===== src/dio_pkg.sv =====
// Purpose: shared constants and carriers for the digital channel engine
// Assumes: 10 MHz system clock
// Notes:   all timing counts derive from the clock rate here
package dio_pkg;
  localparam int CLK_HZ        = 10000000;
  localparam int TICK_US       = 100;     // filter/pulse unit, 0.1 ms
  localparam int TICK_CYCLES   = (CLK_HZ / 1000000) * TICK_US;
  localparam int GATE_MS       = 1000;    // frequency gate interval
  localparam int GATE_TICKS    = GATE_MS * 1000 / TICK_US;
  localparam int CNT_W         = 32;
  localparam logic [CNT_W-1:0] CNT_ZERO = 32'h0000_0000;
  localparam logic [15:0]      W16_ZERO = 16'h0000;
  localparam logic [15:0]      W16_ONE  = 16'h0001;

  typedef enum logic [2:0] {
    IN_LEVEL, IN_COUNT, IN_LATCH_RISE, IN_LATCH_FALL, IN_FREQ
  } in_mode_t;

  typedef enum logic [1:0] {
    OUT_DIRECT, OUT_PULSE, OUT_DELAY_RISE, OUT_DELAY_FALL
  } out_mode_t;

  typedef struct packed {
    in_mode_t    mode;
    logic        invert;
    logic        retain;
    logic [15:0] min_high;
    logic [15:0] min_low;
  } in_cfg_t;

  typedef struct packed {
    out_mode_t   mode;
    logic        continuous;
    logic [15:0] high_width;
    logic [15:0] low_width;
    logic [31:0] total;
    logic [15:0] delay;
    logic        fail_safe;
  } out_cfg_t;
endpackage : dio_pkg


===== src/dio_channel.sv =====
// Purpose: one digital input and one digital output channel with watchdogs
// Assumes: inputs synchronous to CLK; host commands are one-cycle pulses
// Notes:   retention is modelled by a restore value loaded on command
`timescale 1ns/1ps
module dio_channel #(
  // gate length in ticks; the default makes the frequency read in Hz
  parameter int GATE_TICKS = dio_pkg::GATE_TICKS
) (
  // clock and reset
  input  wire logic               CLK,
  input  wire logic               RESETN,
  // field side
  input  wire logic               SENSED_INPUT,
  output logic                    FIELD_OUT,
  // input configuration and commands
  input  wire dio_pkg::in_cfg_t   IN_CFG,
  input  wire logic               COUNT_START,
  input  wire logic               COUNT_STOP,
  input  wire logic               COUNT_CLEAR,
  input  wire logic               LATCH_CLEAR,
  input  wire logic               POWER_RESTORE,
  input  wire logic [31:0]        RETAINED_COUNT,
  // input status
  output logic                    INPUT_STATUS,
  output logic                    LATCH_STATUS,
  output logic [31:0]             COUNT_VALUE,
  output logic                    COUNT_RUNNING,
  output logic [31:0]             FREQ_VALUE,
  // output configuration, commands and status
  input  wire dio_pkg::out_cfg_t  OUT_CFG,
  input  wire logic               OUT_LEVEL,
  input  wire logic               PULSE_START,
  output logic                    OUTPUT_STATUS,
  // watchdogs
  input  wire logic               HOST_PACKET,
  input  wire logic [15:0]        HOST_IDLE,
  input  wire logic               PEER_PACKET,
  input  wire logic [15:0]        PEER_IDLE,
  input  wire logic               PEER_REPORT_EN,
  output logic                    HOST_TIMEOUT,
  output logic                    PEER_TIMEOUT,
  output logic                    FALLBACK_OUTPUT_VALUE
);
  logic rst_meta, rst_n;
  always_ff @(posedge CLK or negedge RESETN) begin
    if (!RESETN) begin
      rst_meta <= 1'b0;
      rst_n    <= 1'b0;
    end else begin
      rst_meta <= 1'b1;
      rst_n    <= rst_meta;
    end
  end

  localparam logic [15:0] W16 = dio_pkg::W16_ZERO;

  // 0.1 ms tick shared by filter, pulse, delay and watchdog timing
  logic [15:0] tick_div;
  logic        tick;
  always_ff @(posedge CLK or negedge rst_n) begin
    if (!rst_n) begin
      tick_div <= W16;
      tick     <= 1'b0;
    end else begin
      tick <= (tick_div == 16'(dio_pkg::TICK_CYCLES - 1));
      if (tick_div == 16'(dio_pkg::TICK_CYCLES - 1)) tick_div <= W16;
      else tick_div <= tick_div + dio_pkg::W16_ONE;
    end
  end

  // width never counts as zero, so a setting of 0 behaves as 1
  function automatic logic [15:0] min1(input logic [15:0] w);
    min1 = (w == W16) ? dio_pkg::W16_ONE : w;
  endfunction : min1

  // input conditioning
  logic raw, filt, filt_d;
  logic [15:0] stable;
  assign raw = SENSED_INPUT ^ IN_CFG.invert;
  always_ff @(posedge CLK or negedge rst_n) begin
    if (!rst_n) begin
      filt   <= 1'b0;
      stable <= W16;
    end else if (raw == filt) begin
      stable <= W16;
    end else if (tick) begin
      if (stable + dio_pkg::W16_ONE >=
          min1(raw ? IN_CFG.min_high : IN_CFG.min_low)) begin
        filt   <= raw;
        stable <= W16;
      end else stable <= stable + dio_pkg::W16_ONE;
    end
  end
  always_ff @(posedge CLK or negedge rst_n) begin
    if (!rst_n) filt_d <= 1'b0;
    else filt_d <= filt;
  end
  logic rise, fall;
  assign rise = filt & ~filt_d;
  assign fall = ~filt & filt_d;
  always_ff @(posedge CLK or negedge rst_n) begin
    if (!rst_n) INPUT_STATUS <= 1'b0;
    else INPUT_STATUS <= filt;
  end

  // counter
  always_ff @(posedge CLK or negedge rst_n) begin
    if (!rst_n) COUNT_RUNNING <= 1'b0;
    else if (COUNT_STOP) COUNT_RUNNING <= 1'b0;
    else if (COUNT_START) COUNT_RUNNING <= 1'b1;
  end
  always_ff @(posedge CLK or negedge rst_n) begin
    if (!rst_n) COUNT_VALUE <= dio_pkg::CNT_ZERO;
    else if (COUNT_CLEAR) COUNT_VALUE <= dio_pkg::CNT_ZERO;
    else if (POWER_RESTORE)
      COUNT_VALUE <= IN_CFG.retain ? RETAINED_COUNT
                                   : dio_pkg::CNT_ZERO;
    else if (IN_CFG.mode == dio_pkg::IN_COUNT && COUNT_RUNNING && rise)
      COUNT_VALUE <= COUNT_VALUE + 32'h0000_0001;
  end

  // latch: set wins over a clear in the same cycle
  always_ff @(posedge CLK or negedge rst_n) begin
    if (!rst_n) LATCH_STATUS <= 1'b0;
    else if ((IN_CFG.mode == dio_pkg::IN_LATCH_RISE && rise) ||
             (IN_CFG.mode == dio_pkg::IN_LATCH_FALL && fall))
      LATCH_STATUS <= 1'b1;
    else if (LATCH_CLEAR) LATCH_STATUS <= 1'b0;
  end

  // frequency: rising edges per gate, in Hz with the one-second default
  logic [31:0] gate, edges;
  always_ff @(posedge CLK or negedge rst_n) begin
    if (!rst_n) begin
      gate       <= dio_pkg::CNT_ZERO;
      edges      <= dio_pkg::CNT_ZERO;
      FREQ_VALUE <= dio_pkg::CNT_ZERO;
    end else if (IN_CFG.mode != dio_pkg::IN_FREQ) begin
      gate  <= dio_pkg::CNT_ZERO;
      edges <= dio_pkg::CNT_ZERO;
    end else if (tick && gate == 32'(GATE_TICKS - 1)) begin
      FREQ_VALUE <= edges + {31'h0, rise};
      edges      <= dio_pkg::CNT_ZERO;
      gate       <= dio_pkg::CNT_ZERO;
    end else begin
      if (tick) gate <= gate + 32'h0000_0001;
      if (rise) edges <= edges + 32'h0000_0001;
    end
  end

  // pulse generator
  logic        pulse_on, pulse_lvl;
  logic [15:0] ptime;
  logic [31:0] sent;
  always_ff @(posedge CLK or negedge rst_n) begin
    if (!rst_n) begin
      pulse_on  <= 1'b0;
      pulse_lvl <= 1'b0;
      ptime     <= W16;
      sent      <= dio_pkg::CNT_ZERO;
    end else if (OUT_CFG.mode != dio_pkg::OUT_PULSE) begin
      pulse_on  <= 1'b0;
      pulse_lvl <= 1'b0;
    end else if (PULSE_START && !pulse_on) begin
      pulse_on  <= 1'b1;
      pulse_lvl <= 1'b1;
      ptime     <= W16;
      sent      <= dio_pkg::CNT_ZERO;
    end else if (pulse_on && tick) begin
      if (ptime + dio_pkg::W16_ONE >=
          min1(pulse_lvl ? OUT_CFG.high_width
                         : OUT_CFG.low_width)) begin
        ptime <= W16;
        if (pulse_lvl) begin
          pulse_lvl <= 1'b0;
          sent      <= sent + 32'h0000_0001;
          if (!OUT_CFG.continuous && sent + 32'h0000_0001 >= OUT_CFG.total)
            pulse_on <= 1'b0;
        end else pulse_lvl <= 1'b1;
      end else ptime <= ptime + dio_pkg::W16_ONE;
    end
  end

  // delayed level
  logic        dly_lvl;
  logic [15:0] dtime;
  logic        slow_edge;
  assign slow_edge =
    (OUT_CFG.mode == dio_pkg::OUT_DELAY_RISE && OUT_LEVEL && !dly_lvl) ||
    (OUT_CFG.mode == dio_pkg::OUT_DELAY_FALL && !OUT_LEVEL && dly_lvl);
  always_ff @(posedge CLK or negedge rst_n) begin
    if (!rst_n) begin
      dly_lvl <= 1'b0;
      dtime   <= W16;
    end else if (OUT_LEVEL == dly_lvl || !slow_edge) begin
      dly_lvl <= OUT_LEVEL;
      dtime   <= W16;
    end else if (tick) begin
      if (dtime + dio_pkg::W16_ONE >= min1(OUT_CFG.delay)) begin
        dly_lvl <= OUT_LEVEL;
        dtime   <= W16;
      end else dtime <= dtime + dio_pkg::W16_ONE;
    end
  end

  // watchdogs counted in ticks; idle of zero disables
  logic [15:0] host_idle_t, peer_idle_t;
  always_ff @(posedge CLK or negedge rst_n) begin
    if (!rst_n) begin
      host_idle_t  <= W16;
      HOST_TIMEOUT <= 1'b0;
    end else if (HOST_PACKET) begin
      host_idle_t  <= W16;
      HOST_TIMEOUT <= 1'b0;
    end else if (tick && HOST_IDLE != W16 && !HOST_TIMEOUT) begin
      host_idle_t <= host_idle_t + dio_pkg::W16_ONE;
      if (host_idle_t >= HOST_IDLE) // tick idle+1; no wrap at 65535
        HOST_TIMEOUT <= 1'b1;
    end
  end
  always_ff @(posedge CLK or negedge rst_n) begin
    if (!rst_n) begin
      peer_idle_t  <= W16;
      PEER_TIMEOUT <= 1'b0;
    end else if (PEER_PACKET) begin
      peer_idle_t  <= W16;
      PEER_TIMEOUT <= 1'b0;
    end else if (tick && PEER_IDLE != W16 && !PEER_TIMEOUT) begin
      peer_idle_t <= peer_idle_t + dio_pkg::W16_ONE;
      if (peer_idle_t >= PEER_IDLE)
        PEER_TIMEOUT <= 1'b1;
    end
  end
  always_ff @(posedge CLK or negedge rst_n) begin
    if (!rst_n) FALLBACK_OUTPUT_VALUE <= 1'b0;
    else FALLBACK_OUTPUT_VALUE <= PEER_TIMEOUT && PEER_REPORT_EN;
  end

  // output select
  logic next_out;
  always_comb begin
    case (OUT_CFG.mode)
      dio_pkg::OUT_DIRECT:     next_out = OUT_LEVEL;
      dio_pkg::OUT_PULSE:      next_out = pulse_lvl;
      dio_pkg::OUT_DELAY_RISE: next_out = dly_lvl;
      dio_pkg::OUT_DELAY_FALL: next_out = dly_lvl;
      default:                 next_out = 1'b0;
    endcase
    if (OUT_CFG.fail_safe && HOST_TIMEOUT) next_out = 1'b1;
  end
  always_ff @(posedge CLK or negedge rst_n) begin
    if (!rst_n) begin
      FIELD_OUT     <= 1'b0;
      OUTPUT_STATUS <= 1'b0;
    end else begin
      FIELD_OUT     <= next_out;
      OUTPUT_STATUS <= next_out;
    end
  end

  a_latch_sticky: assert property (
    @(posedge CLK) disable iff (!rst_n)
    LATCH_STATUS && !LATCH_CLEAR |=> LATCH_STATUS)
    else $error("latch dropped without clear");
  a_count_hold: assert property (
    @(posedge CLK) disable iff (!rst_n)
    !COUNT_RUNNING && !COUNT_CLEAR && !POWER_RESTORE |=>
    $stable(COUNT_VALUE))
    else $error("count moved while stopped");
  a_count_clear: assert property (
    @(posedge CLK) disable iff (!rst_n)
    COUNT_CLEAR |=> COUNT_VALUE == 32'h0)
    else $error("count not cleared");
  a_fail_safe: assert property (
    @(posedge CLK) disable iff (!rst_n)
    OUT_CFG.fail_safe && HOST_TIMEOUT |=> FIELD_OUT)
    else $error("fail-safe output not high");
  a_direct_follow: assert property (
    @(posedge CLK) disable iff (!rst_n)
    OUT_CFG.mode == dio_pkg::OUT_DIRECT && !HOST_TIMEOUT |=>
    FIELD_OUT == $past(OUT_LEVEL))
    else $error("direct output wrong");
  a_rise_latch: assert property (
    @(posedge CLK) disable iff (!rst_n)
    IN_CFG.mode == dio_pkg::IN_LATCH_RISE && rise |=> LATCH_STATUS)
    else $error("rise not latched");
  a_fall_latch: assert property (
    @(posedge CLK) disable iff (!rst_n)
    IN_CFG.mode == dio_pkg::IN_LATCH_FALL && fall |=> LATCH_STATUS)
    else $error("fall not latched");
  a_host_wdog: assert property (
    @(posedge CLK) disable iff (!rst_n)
    HOST_PACKET |=> !HOST_TIMEOUT)
    else $error("timeout despite packet");
  c_count: cover property (@(posedge CLK) rise && COUNT_RUNNING);
  c_burst_end: cover property (@(posedge CLK) $fell(pulse_on));
  c_timeout: cover property (@(posedge CLK) $rose(HOST_TIMEOUT));
endmodule : dio_channel


===== config.mk =====
export PLATFORM = sky130hd
export DESIGN_NAME = dio_channel
export DESIGN_NICKNAME = d
export VERILOG_FILES = /design/src/dio_pkg.sv /design/src/dio_channel.sv
export SDC_FILE = /design/constraint.sdc
export NUM_CORES = 1
export LEC_CHECK = 0
export BUFFER_PORTS_ARGS = -buffer_cell sky130_fd_sc_hd__buf_2
export CAP_MARGIN = 20
export CORE_ASPECT_RATIO = 1.2
export CORE_UTILIZATION = 55
export CTS_CLUSTER_SIZE = 24
export DETAILED_ROUTE_END_ITERATION = 12
export HOLD_SLACK_MARGIN = 0.06
export PLACE_DENSITY = 0.8
export SLEW_MARGIN = 10
export SYNTH_ARGS = -nofsm -noshare
export SYNTH_HDL_FRONTEND = slang
export SYNTH_SLANG_ARGS = --single-unit

===== constraint.sdc =====
create_clock -name CLK -period 10.3 [get_ports CLK]
set_input_delay 2.06 -clock CLK [delete_from_list [all_inputs] [get_ports CLK]]
set_output_delay 2.06 -clock CLK [all_outputs]
set_load 0.02 [all_outputs]

==> impl_results.md <==
- Placed Instances: 2641
- Starting Density: 55.8%
- Syn avg cell area: 8.84 um2
- # Post-CTS Setup Buffers: 0
- RSZ-0062 raised after global routing: no
- Final Max Tran Viols: 0
- Synth cell types: 79
- Clk_skew: 21.9 ps
- Largest stage delay, worst path: 670 ps
- Status: completed
- Clk sinks: 270
- Dpl cell area: 0.0196 mm2
- Most common cell in the netlist: dfrtp_1
- Slowest-stage cell, CP: nor3_1
- Async SR Flop Fraction: 100%
- CP Launch Type: input port
- Final cell count without fillers: 2696
- Row cnt: 72
- Number of synthesized flops with an enable pin: 0
- Syn nets: 2358
- First-pass DRT Iterations: 5
- H-tree depth: 1
- CORE AREA: 0.0323 mm2
- Routed vias: 16000
- Gp weighted congestion: 0.903
- Total GRT Usage: 26.4%
- Antenna Nets Post-Route: 0
- Most common flop cell mapped by yosys: dfrtp_1
- CTS Root Buffer Type: clkbuf_16
- Worst-path cell chain: buf_2 > xnor2_2 > buf_4 > mux2i_1 > o2111ai_1 > o31ai_1 > ha_1 > nor3b_1 > o21ai_0 > nand2_1 > a31oi_1 > buf_4 > nor3_1 > buf_4 > a31o_2
- Critical Path AT: 5520 ps
- Slew @ Worst Pin: 1070 ps
- Fmax: 199 MHz
- Drt via density: 5.95
- Clock Path Buffers: 3
- Synth top cells by count: dfrtp_1, nand2_1, nor2_1
- Inserted Clock Buffers: 29
- Sw Ratio: 25.7%
- Top post-synthesis cells by area: dfrtp_1, ha_1, xor2_1
- Post-synth top area share: 37.5%
- #FFs+latches synth: 270
- Clock latency on the worst-skew pair: 560 ps
- Layout cell share with drive strength beyond 1: 16.2%
- IO Count: 270
- CP endpoint kind: flip-flop
- Combinational fraction of design power: 12.9%
- Net Switching: 694 uW
- Synth warn: 0
- Worst path required time: 10790 ps
- Tmin final: 5030 ps
- MaxCap Viol Count: 0
- Area leader, netlist: dfrtp_1
- Hold WC Path Type: reg2async
- Hold buffer count at cts: 0
- Overflow after GRT: 0
- Initial DRC Count: 1126
- Cell Pwr Density: 130 mW/mm2
- Initial antenna violation count: 2
- Worst-path clk slew: 60 ps
- Slew headroom: 28.5%
- Crit-path most repeated cell: buf_4
- Drt drc: 0
- Largest net degree at the start of global routing: 186
- Final hold vios: 0
- CP Class: in2reg
- Max VDD drop: 0.120 mV
- CP Max Fanout: 22
- Number of fill cells in the layout: 2688
- Post-route cell area: 0.0207 mm2
- Bufs and invs on worst path: 4
- P_leak: 10.1 nW
- Area growth from synthesis to layout: 15.1%
- DR WL/cell: 16.5 um
- Post-synthesis instance total: 2036
- First-pass GRT wire length: 74.4 mm
- CTS tree: done
- Seq/Total Area, Yosys: 37.5%
- Internal power: 2.01 mW
- Tcrit/Tclk final: 48.9%
- IO Port Bufs: 269
- Final HPWL DP: 32.4 mm
- Top delay family on crit path: simple AND/OR/NAND/NOR gates
- Die H: 200 um
- Proportion of power drawn by flip-flops and latches: 42.5%
- Hold Worst Slack: 229 ps
- Clock power share: 44.6%
- Die area: 0.0335 mm2
- # setup viols final: 0
- Vias in the first global route: 15700
- Pwr Total: 2.70 mW
- Post-Route WL: 44.4 mm
- Setup TNS Final: 0 ps
- PostCTS Resize Cnt: 0
- Die W: 167 um
- Synthesized cell area: 0.0180 mm2
- Final nets: 2587
==> through the flow <==
step	setup WS (ps)	util [%]
4_1_cts	5270	64.2
2_1_floorplan	2220	-
5_1_grt	5070	64.3
6_report	5270	64.3
3_5_place_dp	4710	60.8
3_3_place_gp	4860	60.8
==> power groups by stage <==
| stage | Sequential (mW) | Combinational, mW | Clock [mW] |
|---|---|---|---|
| 2_1_floorplan | 1.16 | 0.227 | 0 |
| 3_3_place_gp | 1.16 | 0.330 | 0 |
| 3_5_place_dp | 1.16 | 0.349 | 0 |
| 4_1_cts | 1.15 | 0.350 | 1.22 |
| 5_1_grt | 1.15 | 0.394 | 1.27 |
| 6_report | 1.15 | 0.349 | 1.20 |
==> state kept, by name (all words and copies together), names as in the netlist, 16 cells and up <==
signal / count
FREQ_VALUE: 32
dtime: 16
peer_idle_t: 16
ptime: 16
tick_div: 16
edges: 32
stable: 16
gate: 32
host_idle_t: 16
COUNT_VALUE: 32
sent: 32
==> worst paths after layout <==
kind                             from              end  slack, ps  depth (start not counted)
setup / recovery           IN_CFG[33]        stable[2]       5270                         15
hold / removal                  rst_n        ptime[13]        230                          0
setup reg to reg             ptime[5]         sent[16]       6030                         12
hold reg to reg                 rst_n        ptime[13]        230                          0
max in group asynchronous       rst_n  host_idle_t[11]       8770                          1
min in group CLK             rst_meta            rst_n        350                          0
==> worst register-to-register path: stages (launching register included) <==
cell and delay [ps]:
dfrtp_1 490, nand4_1 190, or2_2 370, nor3_1 350, nand3_1 190, xnor2_1 170, ha_1 340, o2111ai_1 130
and3_1 290, a2111oi_1 460, a21o_1 590, a21oi_1 230, a211o_1 360
==> layer usage <==
layer,track usage (%),routed length [um]
met1,33.3,18700
met2,46.5,22100
met3,2.94,2200
met4,9.86,1490
met5,0,0
==> layout make-up <==
cell class / count / area (um2) / area share (%)
Inverter: 96 / 360 / 1.74
Tap cell: 407 / 509 / 2.46
Clock inverter: 16 / 284 / 1.37
Timing Repair Buffer: 280 / 1440 / 6.96
Sequential cell: 270 / 6760 / 32.6
Antenna cell: 2 / 5.00 / 0.0242
Clock buffer: 37 / 826 / 3.98
Multi-Input combinational cell: 1588 / 10500 / 50.8
==> cell usage in the layout, fill, tap and decap left out, drive strengths merged, types with 11 or more instances in the layout <==
cell,Yosys,final
clkbuf,56,37
o21ai,105,105
a22o,29,29
a211oi,19,19
nand2b,17,17
nand4,61,61
xnor2,99,99
and3,44,44
and4,24,24
or3,17,17
nand3,88,88
nor3,53,53
mux2i,37,37
a31oi,22,22
nand2,235,235
a21o,33,33
ha,124,124
xor2,117,117
inv,96,97
buf,26,280
dfrtp,270,270
and2,17,17
o31ai,17,17
o211ai,11,11
nor2,199,199
nor4,32,32
a21oi,71,71
==> cells by family after synthesis <==
logic type | after synthesis | synth area share [%]
DFF | 270 | 37.5
and+or+nand+nor | 826 | 22.9
muxes | 43 | 2.43
other | 1 | 0.0208
xor gates and xnor gates | 216 | 10.5
buffers and inverters | 178 | 3.98
adders and majority gates | 124 | 8.62
AOI/OAI and AO/OA | 378 | 14.0
No activity file was read; power rests on OpenSTA's default activity.
